<file path="config.mk">
export PLATFORM = sky130hd
export DESIGN_NAME = rcpeq_top
export DESIGN_NICKNAME = d
export VERILOG_FILES = /design/src/rcpeq_pkg.sv /design/src/rcpeq_top.sv /design/src/rcpeq_fifo.sv
export VERILOG_INCLUDE_DIRS = /design/src
export SDC_FILE = /design/constraint.sdc
export NUM_CORES = 1
export LEC_CHECK = 0
export ABC_AREA = 0
export BUFFER_PORTS_ARGS = -buffer_cell sky130_fd_sc_hd__buf_4
export CORE_MARGIN = 1
export CORE_UTILIZATION = 54
export DETAILED_ROUTE_END_ITERATION = 12
export PLACE_DENSITY = 0.76
export RECOVER_POWER = 100
export SLEW_MARGIN = 20
export SYNTH_ARGS = -nofsm -noshare
export SYNTH_HDL_FRONTEND = slang
export SYNTH_SLANG_ARGS = --single-unit
</file>
<file path="constraint.sdc">
create_clock -name CLK_SYS_IN -period 8.8 [get_ports CLK_SYS_IN]
set_clock_uncertainty 0.2 [all_clocks]
set_input_delay 0 -clock CLK_SYS_IN [delete_from_list [all_inputs] [get_ports CLK_SYS_IN]]
set_output_delay 0 -clock CLK_SYS_IN [all_outputs]
set_load 0.01 [all_outputs]
</file>
<file path="src/rcpeq_regs.svh">
// Purpose: constants for the remote command parameter checker
// Assumes: one system clock, synchronous reset
// Notes:   codes are 16-bit two's complement
`ifndef RCPEQ_REGS_SVH
`define RCPEQ_REGS_SVH
// ----------------------------------------
// error codes
// ----------------------------------------
`define RCPEQ_ERR_NONE      16'h0000
`define RCPEQ_ERR_CMD       16'hFF9C
`define RCPEQ_ERR_GET       16'hFF97
`define RCPEQ_ERR_SUFFIX    16'hFF8E
`define RCPEQ_ERR_NUMERIC   16'hFF88
`define RCPEQ_ERR_EXPONENT  16'hFF85
`define RCPEQ_ERR_STRING    16'hFF69
`define RCPEQ_ERR_RANGE     16'hFF22
`define RCPEQ_ERR_OVERFLOW  16'hFEA2
`define RCPEQ_CMD_LO        16'hFF39
`define RCPEQ_CMD_HI        16'hFF9C
`define RCPEQ_EXE_LO        16'hFED5
`define RCPEQ_EXE_HI        16'hFF38
// ----------------------------------------
// event status bit positions and reset values
// ----------------------------------------
`define RCPEQ_ESR_EXE_BIT   4
`define RCPEQ_ESR_CMD_BIT   5
`define RCPEQ_ESR_RESET     8'h00
`define RCPEQ_MASK8_RESET   8'h00
`define RCPEQ_MASK16_RESET  16'h0000
// ----------------------------------------
// parameter ranges
// ----------------------------------------
`define RCPEQ_CHAN_MIN      16'h0002
`define RCPEQ_CHAN_MAX      16'h0032
`define RCPEQ_NODE_MIN      16'h0001
`define RCPEQ_NODE_MAX      16'h001E
`define RCPEQ_SETUP_MIN     16'h0001
`define RCPEQ_SETUP_MAX     16'h000A
`define RCPEQ_REP_MIN       16'h0001
`define RCPEQ_REP_MAX       16'h270F
`define RCPEQ_SEQ_MIN       16'h0001
`define RCPEQ_SEQ_MAX       16'h000A
`define RCPEQ_STEP_MIN      16'h0001
`define RCPEQ_STEP_MAX      16'h0063
`define RCPEQ_EXP_MAX       16'h7D00
// delay held in milliseconds, sixty seconds
`define RCPEQ_DELAY_MAX_MS  32'h0000EA60
`define RCPEQ_MS_PER_S      32'h000003E8
`endif

</file>
<file path="src/rcpeq_pkg.sv">
// Purpose: types for the remote command parameter checker
// Assumes: nothing
// Notes:   kinds of checked parameter
package rcpeq_pkg;
    typedef enum logic [3:0] {
        RCPEQ_P_CHAN  = 4'h0,
        RCPEQ_P_NODE  = 4'h1,
        RCPEQ_P_SETUP = 4'h2,
        RCPEQ_P_REP   = 4'h3,
        RCPEQ_P_SEQ   = 4'h4,
        RCPEQ_P_STEP  = 4'h5,
        RCPEQ_P_DELAY = 4'h6,
        RCPEQ_P_BOOL  = 4'h7
    } rcpeq_param_t;
    typedef enum logic [1:0] {
        RCPEQ_U_S   = 2'h0,
        RCPEQ_U_MS  = 2'h1,
        RCPEQ_U_MIN = 2'h2
    } rcpeq_unit_t;
endpackage

</file>
<file path="src/rcpeq_top.sv">
// Purpose: parameter range checks, error queue and status summaries
// Assumes: parser presents one decoded item per cycle
// Notes:   results register one cycle after the strobe
`timescale 1ns/1ns
`include "rcpeq_regs.svh"
module rcpeq_top
    import rcpeq_pkg::*;
#(
    parameter int QUEUE_DEPTH = 8
) (
    input  wire logic        CLK_SYS_IN,
    input  wire logic        SRST_IN,
    input  wire logic        CLEAR_STATUS_IN,
    input  wire logic        ERR_QUERY_IN,
    input  wire logic        PARAM_VALID_IN,
    input  wire logic [3:0]  PARAM_KIND_IN,
    input  wire logic [31:0] PARAM_VALUE_IN,
    input  wire logic [1:0]  PARAM_UNIT_IN,
    input  wire logic        PARAM_UNIT_GIVEN_IN,
    input  wire logic        PARAM_IS_SUFFIX_IN,
    input  wire logic        BOOL_IS_WORD_IN,
    input  wire logic        BOOL_WORD_ON_IN,
    input  wire logic        SYNTAX_ERR_IN,
    input  wire logic        TRIGGER_MID_MSG_IN,
    input  wire logic        NUMERIC_BAD_IN,
    input  wire logic        EXP_VALID_IN,
    input  wire logic [15:0] EXP_MAG_IN,
    input  wire logic        STRING_BAD_IN,
    input  wire logic        DEV_ERR_VALID_IN,
    input  wire logic [14:0] DEV_ERR_CODE_IN,
    input  wire logic        EVENT_MASK_WE_IN,
    input  wire logic [7:0]  EVENT_MASK_IN,
    input  wire logic        COND_MASK_WE_IN,
    input  wire logic [15:0] COND_MASK_IN,
    input  wire logic [15:0] COND_BITS_IN,
    input  wire logic        ESR_READ_IN,
    output logic             EXECUTE_OUT,
    output logic [31:0]      VALUE_OUT,
    output logic             BOOL_STATE_OUT,
    output logic [15:0]      ERR_CODE_OUT,
    output logic             ERR_CODE_VALID_OUT,
    output logic             QUEUE_EMPTY_OUT,
    output logic             QUEUE_FULL_OUT,
    output logic [7:0]       EVENT_STATUS_OUT,
    output logic [7:0]       EVENT_MASK_OUT,
    output logic             EVENT_SUMMARY_BIT_OUT,
    output logic [15:0]      COND_MASK_OUT,
    output logic             COND_SUMMARY_OUT
);
    // ----------------------------------------
    // helpers
    // ----------------------------------------
    function automatic logic in_range(input logic [31:0] v,
                                      input logic [15:0] lo,
                                      input logic [15:0] hi);
        return (v >= {16'h0000, lo}) && (v <= {16'h0000, hi});
    endfunction
    function automatic logic in_class(input logic [15:0] c,
                                      input logic [15:0] lo,
                                      input logic [15:0] hi);
        return (c >= lo) && (c <= hi);
    endfunction
    // ----------------------------------------
    // parameter range decode
    // ----------------------------------------
    wire [31:0] delay_ms =
        (PARAM_UNIT_IN == RCPEQ_U_MS)  ? PARAM_VALUE_IN :
        (PARAM_UNIT_IN == RCPEQ_U_MIN) ?
            32'(PARAM_VALUE_IN * `RCPEQ_MS_PER_S * 32'h0000003C) :
            32'(PARAM_VALUE_IN * `RCPEQ_MS_PER_S);
    // no unit means seconds
    wire [31:0] delay_eff = PARAM_UNIT_GIVEN_IN ? delay_ms
                          : 32'(PARAM_VALUE_IN * `RCPEQ_MS_PER_S);
    wire chan_ok  = in_range(PARAM_VALUE_IN, `RCPEQ_CHAN_MIN,
                             `RCPEQ_CHAN_MAX);
    wire node_ok  = in_range(PARAM_VALUE_IN, `RCPEQ_NODE_MIN,
                             `RCPEQ_NODE_MAX);
    wire setup_ok = in_range(PARAM_VALUE_IN, `RCPEQ_SETUP_MIN,
                             `RCPEQ_SETUP_MAX);
    wire rep_ok   = in_range(PARAM_VALUE_IN, `RCPEQ_REP_MIN,
                             `RCPEQ_REP_MAX);
    wire seq_ok   = in_range(PARAM_VALUE_IN, `RCPEQ_SEQ_MIN,
                             `RCPEQ_SEQ_MAX);
    wire step_ok  = in_range(PARAM_VALUE_IN, `RCPEQ_STEP_MIN,
                             `RCPEQ_STEP_MAX);
    // wide product overflow guarded by a coarse limit on the raw value
    wire delay_ok = (PARAM_VALUE_IN <= `RCPEQ_DELAY_MAX_MS) &&
                    (delay_eff <= `RCPEQ_DELAY_MAX_MS);
    wire bool_ok  = BOOL_IS_WORD_IN || (PARAM_VALUE_IN <= 32'h00000001);
    wire bool_val = BOOL_IS_WORD_IN ? BOOL_WORD_ON_IN
                                    : PARAM_VALUE_IN[0];
    logic value_ok;
    always_comb begin
        value_ok = 1'b0;
        case (PARAM_KIND_IN)
            RCPEQ_P_CHAN:  value_ok = chan_ok;
            RCPEQ_P_NODE:  value_ok = node_ok;
            RCPEQ_P_SETUP: value_ok = setup_ok;
            RCPEQ_P_REP:   value_ok = rep_ok;
            RCPEQ_P_SEQ:   value_ok = seq_ok;
            RCPEQ_P_STEP:  value_ok = step_ok;
            RCPEQ_P_DELAY: value_ok = delay_ok;
            RCPEQ_P_BOOL:  value_ok = bool_ok;
            default:       value_ok = 1'b0;
        endcase
    end
    wire exp_bad = EXP_VALID_IN && (EXP_MAG_IN > `RCPEQ_EXP_MAX);
    wire any_fault = SYNTAX_ERR_IN || TRIGGER_MID_MSG_IN ||
                     NUMERIC_BAD_IN || exp_bad || STRING_BAD_IN;
    wire range_bad = PARAM_VALID_IN && !any_fault && !value_ok;
    // ----------------------------------------
    // error selection, most specific first
    // ----------------------------------------
    wire [15:0] parse_code =
        TRIGGER_MID_MSG_IN ? `RCPEQ_ERR_GET :
        exp_bad            ? `RCPEQ_ERR_EXPONENT :
        NUMERIC_BAD_IN     ? `RCPEQ_ERR_NUMERIC :
        STRING_BAD_IN      ? `RCPEQ_ERR_STRING :
                             `RCPEQ_ERR_CMD;
    wire suffix_bad = range_bad && PARAM_IS_SUFFIX_IN;
    wire [15:0] check_code =
        any_fault  ? parse_code :
        suffix_bad ? `RCPEQ_ERR_SUFFIX :
                     `RCPEQ_ERR_RANGE;
    wire check_err = (PARAM_VALID_IN && any_fault) || range_bad ||
                     (!PARAM_VALID_IN && any_fault);
    // instrument-specific codes forced positive
    wire [15:0] dev_code = {1'b0, DEV_ERR_CODE_IN};
    wire        push     = check_err || DEV_ERR_VALID_IN;
    wire [15:0] push_code = check_err ? check_code : dev_code;
    // ----------------------------------------
    // error queue
    // ----------------------------------------
    wire [15:0] head;
    wire        q_empty;
    wire        q_full;
    // a query on the last entry drains it, which empties the queue
    rcpeq_fifo #(
        .DEPTH     (QUEUE_DEPTH),
        .WIDTH     (16)
    ) u_queue (
        .clk_in    (CLK_SYS_IN),
        .srst_in   (SRST_IN),
        .clear_in  (CLEAR_STATUS_IN),
        .push_in   (push && !CLEAR_STATUS_IN),
        .code_in   (push_code),
        .pop_in    (ERR_QUERY_IN),
        .head_out  (head),
        .empty_out (q_empty),
        .full_out  (q_full)
    );
    // ----------------------------------------
    // event status, set wins over read clear
    // ----------------------------------------
    wire set_cmd = push && !CLEAR_STATUS_IN &&
                   in_class(push_code, `RCPEQ_CMD_LO, `RCPEQ_CMD_HI);
    wire set_exe = push && !CLEAR_STATUS_IN &&
                   in_class(push_code, `RCPEQ_EXE_LO, `RCPEQ_EXE_HI);
    logic [7:0] esr;
    wire  [7:0] esr_kept = (ESR_READ_IN || CLEAR_STATUS_IN) ? 8'h00 : esr;
    wire  [7:0] next_esr = esr_kept |
                           (8'(set_cmd) << `RCPEQ_ESR_CMD_BIT) |
                           (8'(set_exe) << `RCPEQ_ESR_EXE_BIT);
    logic [7:0]  ev_mask;
    logic [15:0] cd_mask;
    wire  [7:0]  next_ev_mask = EVENT_MASK_WE_IN ? EVENT_MASK_IN : ev_mask;
    wire  [15:0] next_cd_mask = COND_MASK_WE_IN ? COND_MASK_IN : cd_mask;
    always_ff @(posedge CLK_SYS_IN) begin
        if (SRST_IN) begin
            esr     <= `RCPEQ_ESR_RESET;
            ev_mask <= `RCPEQ_MASK8_RESET;
            cd_mask <= `RCPEQ_MASK16_RESET;
        end else begin
            esr     <= next_esr;
            ev_mask <= next_ev_mask;
            cd_mask <= next_cd_mask;
        end
    end
    // ----------------------------------------
    // registered outputs
    // ----------------------------------------
    always_ff @(posedge CLK_SYS_IN) begin
        if (SRST_IN) begin
            EXECUTE_OUT           <= 1'b0;
            VALUE_OUT             <= 32'h00000000;
            BOOL_STATE_OUT        <= 1'b0;
            ERR_CODE_OUT          <= `RCPEQ_ERR_NONE;
            ERR_CODE_VALID_OUT    <= 1'b0;
            QUEUE_EMPTY_OUT       <= 1'b1;
            QUEUE_FULL_OUT        <= 1'b0;
            EVENT_STATUS_OUT      <= `RCPEQ_ESR_RESET;
            EVENT_MASK_OUT        <= `RCPEQ_MASK8_RESET;
            EVENT_SUMMARY_BIT_OUT <= 1'b0;
            COND_MASK_OUT         <= `RCPEQ_MASK16_RESET;
            COND_SUMMARY_OUT      <= 1'b0;
        end else begin
            EXECUTE_OUT <= PARAM_VALID_IN && !check_err;
            VALUE_OUT   <= (PARAM_KIND_IN == RCPEQ_P_DELAY) ? delay_eff
                                                            : PARAM_VALUE_IN;
            if (PARAM_VALID_IN && !check_err &&
                PARAM_KIND_IN == RCPEQ_P_BOOL) begin
                BOOL_STATE_OUT <= bool_val;
            end
            if (ERR_QUERY_IN) begin
                ERR_CODE_OUT <= q_empty ? `RCPEQ_ERR_NONE : head;
            end
            ERR_CODE_VALID_OUT    <= ERR_QUERY_IN;
            QUEUE_EMPTY_OUT       <= q_empty;
            QUEUE_FULL_OUT        <= q_full;
            EVENT_STATUS_OUT      <= next_esr;
            EVENT_MASK_OUT        <= next_ev_mask;
            EVENT_SUMMARY_BIT_OUT <= |(next_esr & next_ev_mask);
            COND_MASK_OUT         <= next_cd_mask;
            COND_SUMMARY_OUT      <= |(COND_BITS_IN & next_cd_mask);
        end
    end
    // ----------------------------------------
    // checks
    // ----------------------------------------
    chan_reject_a: assert property (
        @(posedge CLK_SYS_IN) disable iff (SRST_IN)
        PARAM_VALID_IN && PARAM_KIND_IN == RCPEQ_P_CHAN &&
        PARAM_VALUE_IN > 32'h00000032 |=> !EXECUTE_OUT)
        else $error("channel above 50 executed");
    node_reject_a: assert property (
        @(posedge CLK_SYS_IN) disable iff (SRST_IN)
        PARAM_VALID_IN && PARAM_KIND_IN == RCPEQ_P_NODE &&
        PARAM_VALUE_IN == 32'h00000000 |=> !EXECUTE_OUT)
        else $error("node id zero executed");
    rep_accept_a: assert property (
        @(posedge CLK_SYS_IN) disable iff (SRST_IN)
        PARAM_VALID_IN && !any_fault && PARAM_KIND_IN == RCPEQ_P_REP &&
        PARAM_VALUE_IN == 32'h0000270F |=> EXECUTE_OUT)
        else $error("repeat count 9999 refused");
    step_reject_a: assert property (
        @(posedge CLK_SYS_IN) disable iff (SRST_IN)
        PARAM_VALID_IN && PARAM_KIND_IN == RCPEQ_P_STEP &&
        PARAM_VALUE_IN == 32'h00000064 |=> !EXECUTE_OUT)
        else $error("step 100 executed");
    cmd_bit_a: assert property (
        @(posedge CLK_SYS_IN) disable iff (SRST_IN)
        set_cmd && !ESR_READ_IN |=> EVENT_STATUS_OUT[5])
        else $error("command error bit not set");
    exe_bit_a: assert property (
        @(posedge CLK_SYS_IN) disable iff (SRST_IN)
        set_exe |=> EVENT_STATUS_OUT[4])
        else $error("execution error bit not set");
    empty_zero_a: assert property (
        @(posedge CLK_SYS_IN) disable iff (SRST_IN)
        ERR_QUERY_IN && q_empty |=> ERR_CODE_OUT == 16'h0000)
        else $error("empty query not zero");
    clear_empty_a: assert property (
        @(posedge CLK_SYS_IN) disable iff (SRST_IN)
        CLEAR_STATUS_IN |=> q_empty ##1 QUEUE_EMPTY_OUT)
        else $error("clear left queue filled");
    summary_mask_a: assert property (
        @(posedge CLK_SYS_IN) disable iff (SRST_IN)
        EVENT_MASK_OUT == 8'h00 |-> !EVENT_SUMMARY_BIT_OUT)
        else $error("summary set with empty mask");
    suffix_code_a: assert property (
        @(posedge CLK_SYS_IN) disable iff (SRST_IN)
        suffix_bad && !CLEAR_STATUS_IN |=> EVENT_STATUS_OUT[5] &&
        !EXECUTE_OUT)
        else $error("bad suffix not logged as command error");
    over_full_a: assert property (
        @(posedge CLK_SYS_IN) disable iff (SRST_IN)
        q_full && push && !CLEAR_STATUS_IN && !ERR_QUERY_IN |=> q_full)
        else $error("overflow push changed queue fill");
    exec_idle_a: assert property (
        @(posedge CLK_SYS_IN) disable iff (SRST_IN)
        !PARAM_VALID_IN |=> !EXECUTE_OUT)
        else $error("execute without parameter");
    delay_limit_a: assert property (
        @(posedge CLK_SYS_IN) disable iff (SRST_IN)
        PARAM_VALID_IN && PARAM_KIND_IN == RCPEQ_P_DELAY &&
        delay_eff > `RCPEQ_DELAY_MAX_MS |=> !EXECUTE_OUT)
        else $error("delay above sixty seconds executed");
    empty_flag_a: assert property (
        @(posedge CLK_SYS_IN) disable iff (SRST_IN)
        q_empty |=> QUEUE_EMPTY_OUT)
        else $error("empty flag output lost");
endmodule

</file>
<file path="src/rcpeq_fifo.sv">
// Purpose: error queue, oldest first, overflow replacement
// Assumes: push and pop from same clock
// Notes:   depth is a build parameter
`timescale 1ns/1ns
module rcpeq_fifo #(
    parameter int DEPTH = 8,
    parameter int WIDTH = 16
) (
    input  wire logic             clk_in,
    input  wire logic             srst_in,
    input  wire logic             clear_in,
    input  wire logic             push_in,
    input  wire logic [WIDTH-1:0] code_in,
    input  wire logic             pop_in,
    output logic      [WIDTH-1:0] head_out,
    output logic                  empty_out,
    output logic                  full_out
);
    localparam int AW = (DEPTH > 1) ? $clog2(DEPTH) : 1;
    // overflow and no-error codes are sixteen bits wide
    if (DEPTH < 2 || WIDTH != 16) begin : g_size_check
        $error("queue needs depth two or more and width sixteen");
    end
    // ----------------------------------------
    // storage
    // ----------------------------------------
    logic [WIDTH-1:0] mem [DEPTH];
    logic [AW-1:0]    rd_ptr;
    logic [AW-1:0]    wr_ptr;
    logic [AW:0]      count;
    wire              do_pop  = pop_in && (count != '0);
    wire              is_full = (count == (AW+1)'(DEPTH));
    wire  [AW-1:0]    last_ptr = (wr_ptr == '0) ? AW'(DEPTH - 1)
                                                : wr_ptr - 1'b1;
    function automatic logic [AW-1:0] bump(input logic [AW-1:0] p);
        return (p == AW'(DEPTH - 1)) ? '0 : p + 1'b1;
    endfunction
    always_ff @(posedge clk_in) begin
        if (srst_in || clear_in) begin
            rd_ptr <= '0;
            wr_ptr <= '0;
            count  <= '0;
        end else begin
            if (push_in && is_full && !do_pop) begin
                mem[last_ptr] <= `RCPEQ_ERR_OVERFLOW;
            end else if (push_in) begin
                mem[wr_ptr] <= code_in;
                wr_ptr      <= bump(wr_ptr);
            end
            if (do_pop) begin
                rd_ptr <= bump(rd_ptr);
            end
            if (push_in && !(is_full && !do_pop) && !do_pop) begin
                count <= count + 1'b1;
            end else if (do_pop && !push_in) begin
                count <= count - 1'b1;
            end
        end
    end
    assign head_out  = (count == '0) ? `RCPEQ_ERR_NONE : mem[rd_ptr];
    assign empty_out = (count == '0);
    assign full_out  = is_full;
endmodule

</file>
* Word level (Yosys, flattened, before mapping)
Memory sizes are Yosys's and may differ from the RTL's. A register that Yosys moved wholly into a read port is not among the register bits. Index checks and enable logic that the tools add are counted.
Storage, ports and cells: input bits 127, bits in registers 97, output and inout bits 87, memory bits (writable) 128, memories kept 1, logic and storage cells 143
Memory list:
- u_queue.mem | words 8, width 16, rd ports 1, clocked after Yosys merged registers in 1, wr ports 1, RTL line rcpeq_fifo.sv:27 | logic [WIDTH-1:0] mem [DEPTH];
Cells by class: eq/ne operators 12, $add $sub $neg 5, bitwise operators 5, magnitude comparators 15, mux-type cells 34, multipliers 2, reductions and logical operators 54
Operators by type and width (count):
- $mux W32 | 4
- $le A32 B16 Y1 const B | 2
- $mux W16 | 4
- $mux W8 | 8
- $ge A16 B16 Y1 const B | 2
- $ge A32 B1 Y1 const B | 1
- $ge A32 B2 Y1 const B | 1
- $le A16 B16 Y1 const B | 2
- $le A32 B1 Y1 const B | 1
- $le A32 B14 Y1 const B | 1
- $le A32 B4 Y1 const B | 1
- $le A32 B5 Y1 const B | 1
- $le A32 B6 Y1 const B | 1
- $le A32 B7 Y1 const B | 1
- $mul A32 B7 Y29 const B | 1
- $reduce_or A16 Y1 | 2
- $mul A29 B4 Y27 const B | 1
- $logic_and A1 B1 Y1 | 26
- $mux W3 | 6
- $and A16 B16 Y16 | 1
- $eq A4 B3 Y1 const B | 4
- $gt A16 B15 Y1 const B | 1
- $logic_or A1 B1 Y1 | 10
- $mux W1 | 9
- 24 further kinds | 36

* Logic depth before layout (Yosys ltp)
Gate-level depths: netlist of the first run.
word-level depth 21, depth in mapped cells 42, gate-level depth less buffers 40

* Hierarchy
From an unflattened synthesis of the first run, not the netlist that was laid out.
Unflattened totals: cells, all modules 1730, area total of the unflattened synthesis 17868.4 sq um
Modules (own cells, without submodules):
- rcpeq_top | sequential area each 1741.7 sq um, times used 1, area each 11961.5 sq um, cells each 1399
- rcpeq_fifo | sequential area each 4103.9 sq um, times used 1, area each 5906.9 sq um, cells each 331

* Least setup slack after synthesis of the first run
No wires, ideal clock.
kind input port to flip-flop, from in PARAM_VALUE_IN[5], to reg u_queue.count[3], data required time 8.469 ns, library setup time 0.131 ns, arrival time 9.348 ns, path buffers 3, slack -0.879 ns, stages on the path 38, cell sequence inv_1 fa_1 fa_1 fa_1 fa_1 inv_1 ha_1 clkbuf_1 nand4_1 a2111oi_0 a22o_1 nor2_1 xor2_1 xnor2_1 xnor2_1 fa_1 inv_1 ha_1 [2 not listed] and2_1 nand2_1 a211oi_1 mux2i_1 nand4_1 or4_1 or4_4 or4_4 o211a_1 buf_6 nand3_1 ha_1 a21o_1 a21o_1 nand3_1 o21ai_0 a31oi_1 a31oi_1
Between the ends: cells in the longest elaborated chain, start to end 17, elaborated cells between the ends (all ways) 35, classes of those cells mul: 2; order compare: 10; mux: 5; reduce/logical: 18
Ends and longest elaborated chain:
- start, declared | RTL line rcpeq_top.sv:17 | input wire logic [31:0] PARAM_VALUE_IN,
- $mul A32 B7 Y29 (no source line)
- $mul A29 B4 Y27 | RTL line rcpeq_top.sv:69 | 32'(PARAM_VALUE_IN * `RCPEQ_MS_PER_S * 32'h0000003C) :
- $mux W32 | RTL line rcpeq_top.sv:68 | (PARAM_UNIT_IN == RCPEQ_U_MIN) ?
- $mux W32 | RTL line rcpeq_top.sv:67 | (PARAM_UNIT_IN == RCPEQ_U_MS) ? PARAM_VALUE_IN :
- $mux W32 | RTL line rcpeq_top.sv:72 | wire [31:0] delay_eff = PARAM_UNIT_GIVEN_IN ? delay_ms
- $le A32 B16 Y1 (no source line)
- $logic_and A1 B1 Y1 | RTL line rcpeq_top.sv:87 | wire delay_ok = (PARAM_VALUE_IN <= `RCPEQ_DELAY_MAX_MS) &&
- $pmux W1 S7 (*) | RTL line rcpeq_top.sv:95 | case (PARAM_KIND_IN)
- $logic_not A1 Y1 (*) | RTL line rcpeq_top.sv:110 | wire range_bad = PARAM_VALID_IN && !any_fault && !value_ok;
- $logic_and A1 B1 Y1 (*) | RTL line rcpeq_top.sv:110
- $logic_or A1 B1 Y1 (*) (2 in a row) | RTL line rcpeq_top.sv:125 | wire check_err = (PARAM_VALID_IN && any_fault) || range_bad ||
- $logic_or A1 B1 Y1 (*) | RTL line rcpeq_top.sv:129 | wire push = check_err || DEV_ERR_VALID_IN;
- $logic_and A1 B1 Y1 (*) | RTL line rcpeq_top.sv:145 | .push_in (push && !CLEAR_STATUS_IN),
- $logic_and A1 B1 Y1 or $logic_not A1 Y1 (tied branches) | RTL line rcpeq_fifo.sv:53, rcpeq_fifo.sv:55
- $logic_and A1 B1 Y1, on equally long branches | RTL line rcpeq_fifo.sv:53, rcpeq_fifo.sv:55
- $mux W4 or $reduce_bool A2 Y1 (tied branches)
- end signal, assigned | RTL line rcpeq_fifo.sv:54 | count <= count + 1'b1;
- end signal, assigned | RTL line rcpeq_fifo.sv:56 | count <= count - 1'b1;
- end, declared | RTL line rcpeq_fifo.sv:30 | logic [AW:0] count;
Every way passes the cells marked *; elsewhere a longest branch is shown, timed or not. A chain may end at the register's enable or synchronous reset.

* Final worst setup path of the first run
from in PARAM_VALUE_IN[3], to reg u_queue.count[3]
Same word-level chain as after synthesis.

==> results of run 1 <==
-- metrics by stage --
stage	setup TNS, ns	utilization [%]	cell area (sq um)
5_1_grt	-18.87	79.4	25300
2_1_floorplan	-9.40	-	17900
3_3_place_gp	-161.76	69.4	22100
3_5_place_dp	-185.46	69.4	22100
4_1_cts	-0.151	78.4	24900
6_report	-0.173	79.4	25300
-- metal layers --
layer  wire length, um  GRT usage [%]
met1             23100           43.6
met2             30800           64.9
met3              5020           5.97
met4              3270           16.2
met5                 0              0
-- registers in the layout, indices dropped and copies added (netlist names), 3 cells and up, named ones only --
register,count
ERR_CODE_OUT,16
VALUE_OUT,32
COND_MASK_OUT,16
u_queue.rd_ptr,3
EVENT_STATUS_OUT,8
u_queue.wr_ptr,3
EVENT_MASK_OUT,8
u_queue.count,4
u_queue.mem,128
-- what timing repair did --
item                                   4_1_cts  5_1_grt
pin swaps                                   42       33
gates resized for setup                     57       85
hold buffers                               169        0
setup endpoints to repair                  251      263
setup buffers                               18       23
endpoints found under the hold margin      219        0
-- cells in the final DEF (no fill, tap or decap), types with 17 or more instances in the layout --
| master | synthesis | layout |
|---|---|---|
| buf_4 | 0 | 430 |
| inv_1 | 233 | 217 |
| dlygate4sd3_1 | 0 | 169 |
| nor2_1 | 155 | 142 |
| edfxtp_1 | 128 | 128 |
| fa_1 | 127 | 126 |
| ha_1 | 139 | 117 |
| dfxtp_1 | 100 | 99 |
| clkbuf_1 | 51 | 91 |
| nand2_1 | 83 | 80 |
| a21oi_1 | 91 | 79 |
| mux2i_1 | 52 | 52 |
| o21ai_0 | 57 | 48 |
| nor3_1 | 37 | 35 |
| mux4_2 | 32 | 32 |
| xnor2_1 | 37 | 29 |
| o22ai_1 | 25 | 24 |
| clkbuf_16 | 0 | 24 |
| a211oi_1 | 25 | 22 |
| nand3_1 | 23 | 21 |
| a21o_1 | 21 | 21 |
| ha_4 | 0 | 21 |
| o211ai_1 | 19 | 19 |
| xor2_1 | 24 | 19 |
| buf_6 | 1 | 17 |
-- final cells by class --
type / instances / area (sq um) / share of cell area (%)
clock buffer: 28 / 626 / 2.48
clock inverter: 14 / 139 / 0.550
inverter: 233 / 912 / 3.61
multi-input combinational: 1203 / 11600 / 45.9
sequential: 228 / 5850 / 23.2
tap: 435 / 544 / 2.16
timing repair buffer: 712 / 5590 / 22.1
-- path summary, 6_finish.rpt --
kind	start	slack [ns]	cells past startpoint	end
worst max-delay path	PARAM_VALUE_IN[3]	-0.17	39	u_queue.count[3]
worst min-delay path	PARAM_KIND_IN[0]	0.03	5	VALUE_OUT[13]
worst max register to register	COND_MASK_OUT[8]	5.04	8	COND_SUMMARY_OUT
worst min register to register	EVENT_STATUS_OUT[1]	0.26	2	EVENT_STATUS_OUT[1]
-- cells by family after synthesis --
logic type | after synthesis | share of synthesized area (%)
AO/OA/AOI/OAI | 366 | 13.8
XOR/XNOR | 64 | 3.38
adder cells (fa/ha/maj) | 272 | 24.7
buffers and inverters | 293 | 6.29
flip-flops | 228 | 33.2
multiplexers | 90 | 7.45
AND/OR/NAND/NOR | 411 | 11.2
-- critical path, delay by kind of cell --
kind,cells,cell delay [ns]
xor+xnor,1,0.16
fa+ha+maj,8,3.34
buf+inv,10,1.18
mux,2,0.36
simple gates,9,2.52
compound gates,9,1.69
==> out/results.ini, run 1 <==
[placement]
dp_slack_ns = -0.948
portBuffers = 213
routabilityCongestion = 0.965
hpwl_um = 42600
dp_cells = 2601

[drt]
num_vias = 16900
wl_um = 62200
dr.pass1.iters = 8
initialDrtViolationCount = 1602
via_per_inst = 5.91
ant_nets = 0
avgRoutedWirePerCell_um = 21.8
drc = 0

[setup_path]
worstPathArrival_ns = 9.25
critPathRequiredTime_ns = 9.07
worst_setup_path_end_kind = flop
worst_setup_path_start_kind = input port
crit_fanout = 5
critPathKind = input port to flop
critPathSlowestCell = fa_1
cp_slowest_stage_delay_ns = 0.57

[timing]
finalCritPeriodShare_pct = 102
rsz0062_at_grt = yes
tightest_slew_ns = 4.55
fin_ws_ns = -0.173
finalSetupViolCount = 1
holdWs_ns = 0.0345
finalHoldViolCount = 0
slew_headroom_pct = -203
slew_violations = 84
min_period_ns = 8.97
fmax_mhz = 111

[clock_network]
cts_sinks = 228
htree_levels = 1
clkSlewWorstSetupHoldPaths_ns = 0.07
cts-root-buf = clkbuf_16
cts_max_path_buffers = 3
cts_made_buffers = 23
cts_tree = built
clkLatencyLatePin_ns = 0.55

[yosys]
synth_cell_types = 80
ys_seq_area_share_pct = 33.2
synth-seq-cells = 228
yosys.cell_count.top_type = inv_1
avgSynthCellArea_sq_um = 10.2
yosysTopAreaCell = edfxtp_1
synth-edff-count = 128
ys_warn_count = 0
ys_top_cells_by_area = edfxtp_1 22%, fa_1 14%, dfxtp_1 11%
synth_top_area_share_pct = 21.8
syn-cell-area_sq_um = 17600
syn_inst = 1724
ys_top_cells_by_count = 233 x inv_1, 155 x nor2_1, 139 x ha_1
async_flop_share_pct = 0
synth_fp_nets = 2117
synth_ff_type = edfxtp_1

[finish]
drive_gt1_share_pct = 28.0
nets = 2794
final_cells = 2853
syn_to_final_growth_pct = 43.4
fillers = 2029
antenna_cells = 0

[grt]
grt_usage_pct = 36.6
grt_pass1_vias = 17500
grt_antenna_before_repair = 0
grt_pass1_wl_um = 94300
grt_start_max_net_pins = 84
overflow = 0

[die]
core_sq_um = 31800
die_y_um = 183
start_util_pct = 55.4
fp.dieW_um = 183
core.rowCount = 65
die_area_sq_um = 33300
boundaryPins = 214

[status]
status = finished with violations
violations = capacitance limit, slew limit, setup timing

[job]
cap_violations = 1

[min_path]
worstHoldPathType = input port to flop

Power of run 1 is left out: the tool's default activity adds up to more than one toggle a clock period on the data nets, which glitch-free logic cannot reach.
==> run 2: changes to the inputs <==
--- a/config.mk
+++ b/config.mk
@@ -6,11 +6,12 @@
 export SDC_FILE = /design/constraint.sdc
 export NUM_CORES = 1
 export LEC_CHECK = 0
-export ABC_AREA = 0
+export ABC_AREA = 1
 export BUFFER_PORTS_ARGS = -buffer_cell sky130_fd_sc_hd__buf_4
 export CORE_MARGIN = 1
 export CORE_UTILIZATION = 54
 export DETAILED_ROUTE_END_ITERATION = 12
+export HOLD_SLACK_MARGIN = 0.08
 export PLACE_DENSITY = 0.76
 export RECOVER_POWER = 100
 export SLEW_MARGIN = 20
==> out/results.ini, run 2 <==
[finish]
largestRegisters = u_queue.mem x128, VALUE_OUT x32
final_cells = 3223  ; +13%
final_cell_mix = 377 x inv_1, 373 x nand2_1, 287 x buf_4, 212 x nor2_1, 199 x dlygate4sd3_1
syn_to_final_growth_pct = 32.2
multi_input_area_sq_um = 10900  ; -6.1%
fillers = 2444  ; +20%
drive_gt1_share_pct = 15.2  ; -13 points
regArea_sq_um = 5850  ; unchanged
nets = 3153  ; +13%
top_register = u_queue.mem
largest_reg_flops = 128  ; unchanged
final_common_cell = inv_1

[timing]
min_period_ns = 8.40  ; -0.570 ns
finalHoldViolCount = 0  ; unchanged
finalCritPeriodShare_pct = 95.5  ; -6.5 points
finalSetupViolCount = 0  ; -1
slew_headroom_pct = -135  ; +68 points
tightest_slew_ns = 3.53  ; -1.02 ns
fmax_mhz = 119  ; +6.8%
slew_violations = 128  ; +52%

[yosys]
ys_warn_count = 0  ; unchanged
synth-seq-cells = 228  ; unchanged
avgSynthCellArea_sq_um = 8.33  ; -18%
ys_seq_area_share_pct = 32.0  ; -1.2 points
yosysTopAreaCell = edfxtp_1
synth_cell_types = 59  ; -26%
synth_top_area_share_pct = 21.0  ; -0.80 points
syn_inst = 2194  ; +27%
synth_fp_nets = 2587  ; +22%
ys_top_cells_by_count = 380 x inv_1, 376 x nand2_1, 213 x nor2_1
ys_top_cells_by_area = edfxtp_1 21%, fa_1 14%, dfxtp_1 11%
synth-edff-count = 128  ; unchanged
synth_ff_type = edfxtp_1
syn-cell-area_sq_um = 18300  ; +3.8%
yosys.cell_count.top_type = inv_1
async_flop_share_pct = 0  ; unchanged

[clock_network]
clkLatencyLatePin_ns = 0.54  ; about the same
cts_sinks = 228  ; unchanged
htree_levels = 1  ; unchanged
cts_tree = built
clkSlewWorstSetupHoldPaths_ns = 0.06  ; about the same
cts-root-buf = clkbuf_16
cts_max_path_buffers = 3  ; unchanged
cts_made_buffers = 25  ; +8.7%

[setup_path]
worst_setup_path_start_kind = input port
cp_slowest_stage_delay_ns = 0.56  ; about the same
critPathRequiredTime_ns = 9.07  ; about the same
cp_common_cell = fa_1
critPathSlowestCell = fa_1
worst_setup_path_end_kind = flop
worstPathArrival_ns = 8.68  ; -0.57 ns
critPathKind = input port to flop
crit_fanout = 6  ; +1

[drt]
ant_nets = 0  ; unchanged
via_per_inst = 5.57  ; -5.7%
drc = 0  ; unchanged
num_vias = 18000  ; +6.5%
avgRoutedWirePerCell_um = 19.4  ; -11%
wl_um = 62700  ; +0.70%
initialDrtViolationCount = 1648  ; +2.9%
dr.pass1.iters = 6  ; -2

[die]
fp.dieW_um = 186  ; +1.9%
start_util_pct = 55.5  ; +0.096 points
boundaryPins = 214  ; unchanged
core_sq_um = 32900  ; +3.6%
core.rowCount = 66  ; +1.5%
die_area_sq_um = 34600  ; +3.7%
die_y_um = 186  ; +1.9%

[min_path]
worstHoldPathType = input port to flop

[grt]
overflow = 0  ; unchanged
grt_antenna_before_repair = 1  ; +1
grt_usage_pct = 36.9  ; +0.34 points
grt_start_max_net_pins = 68  ; -19%
grt_pass1_vias = 17900  ; +2.4%
grt_pass1_wl_um = 97400  ; +3.3%

[status]
status = finished with violations
violations = capacitance limit, slew limit

[job]
cap_violations = 3  ; +2

[placement]
portBuffers = 213  ; unchanged
hpwl_um = 44700  ; +5.1%
dp_cells = 2970  ; +14%
routabilityCongestion = 0.975  ; +1.1%

[run 2: cell count changes in the layout (fill, tap and decap cells not counted), moves of 55 or more]
cell / before / now
o21ai_0: 48 / 103
nor2_1: 142 / 212
nand2_1: 80 / 373
inv_1: 217 / 377
buf_4: 430 / 287
nand3_1: 21 / 105
[run 2: area by class of cell]
type                    count  share of cell area, %
well taps                 442                   2.29
multi-input cells        1518                   45.1
repair buffers            589                   18.9
clock inverters             9                  0.352
clock buffers              37                   2.90
flip-flops and latches    228                   24.2
inverters                 398                   6.23
diodes                      2                 0.0207
[run 2: per-stage QoR]
step	TNS, ns	setup WS, ns	hold WS, ns	utilization (%)	cell area [sq um]
6_report	0	0.396	0.192	73.3	24200
5_1_grt	-0.0367	-0.0292	0.221	73.3	24200
4_1_cts	0	0.0449	0.0919	73.7	24300
3_5_place_dp	-0.734	-0.0656	0.0616	65.3	21500
3_3_place_gp	0	0.00263	0.0590	65.3	21500
2_1_floorplan	0	0.743	-0.0785	-	18300
[run 2: routing by layer]
metal / up-vias / GRT usage (%) / share of wire [%]
met5: - / 0 / 0
met4: 0 / 11.3 / 2.6
li1: 8311 / - / -
met2: 925 / 59.9 / 47
met1: 8586 / 49.7 / 42
met3: 133 / 7.42 / 8.9
[run 2: timing repair]
| action | 4_1_cts | 5_1_grt |
|---|---|---|
| buffers inserted | 0 | 6 |
| gates resized for setup | 0 | 40 |
| endpoints found under the hold margin | 222 | 0 |
| setup endpoints to repair | 0 | 189 |
| hold buffers | 199 | 0 |
[run 2: path summary, 6_finish.rpt]
| kind | start | endpoint | slack, ns | cells past startpoint |
|---|---|---|---|---|
| worst max-delay path | PARAM_VALUE_IN[5] | EXECUTE_OUT | 0.40 | 36 |
| worst min-delay path | EXP_VALID_IN | u_queue.mem[2][0] | 0.19 | 6 |
| worst max register to register | flop | ERR_CODE_OUT[1] | 3.09 | 7 |
| worst min register to register | BOOL_STATE_OUT | BOOL_STATE_OUT | 0.26 | 2 |
[run 2: critical path: cells and delay by family]
family          cells  cell delay [ns]
fa+ha+maj           8             3.92
compound gates      6             1.07
buf+inv             8             1.72
simple gates       14             1.96
[run 2: cell families (layout without fill, tap and decap cells)]
| family | after synthesis | in the layout | share of synthesized area [%] |
|---|---|---|---|
| xor+xnor | 38 | 38 | 1.99 |
| compound gates | 341 | 341 | 11.1 |
| mux | 47 | 47 | 2.57 |
| simple gates | 826 | 826 | 19.6 |
| other cells | 0 | 2 | 0 |
| fa+ha+maj | 266 | 266 | 23.4 |
| flops | 228 | 228 | 32.0 |
| buf+inv | 448 | 1033 | 9.35 |
Power of run 2 is left out for the same reason.
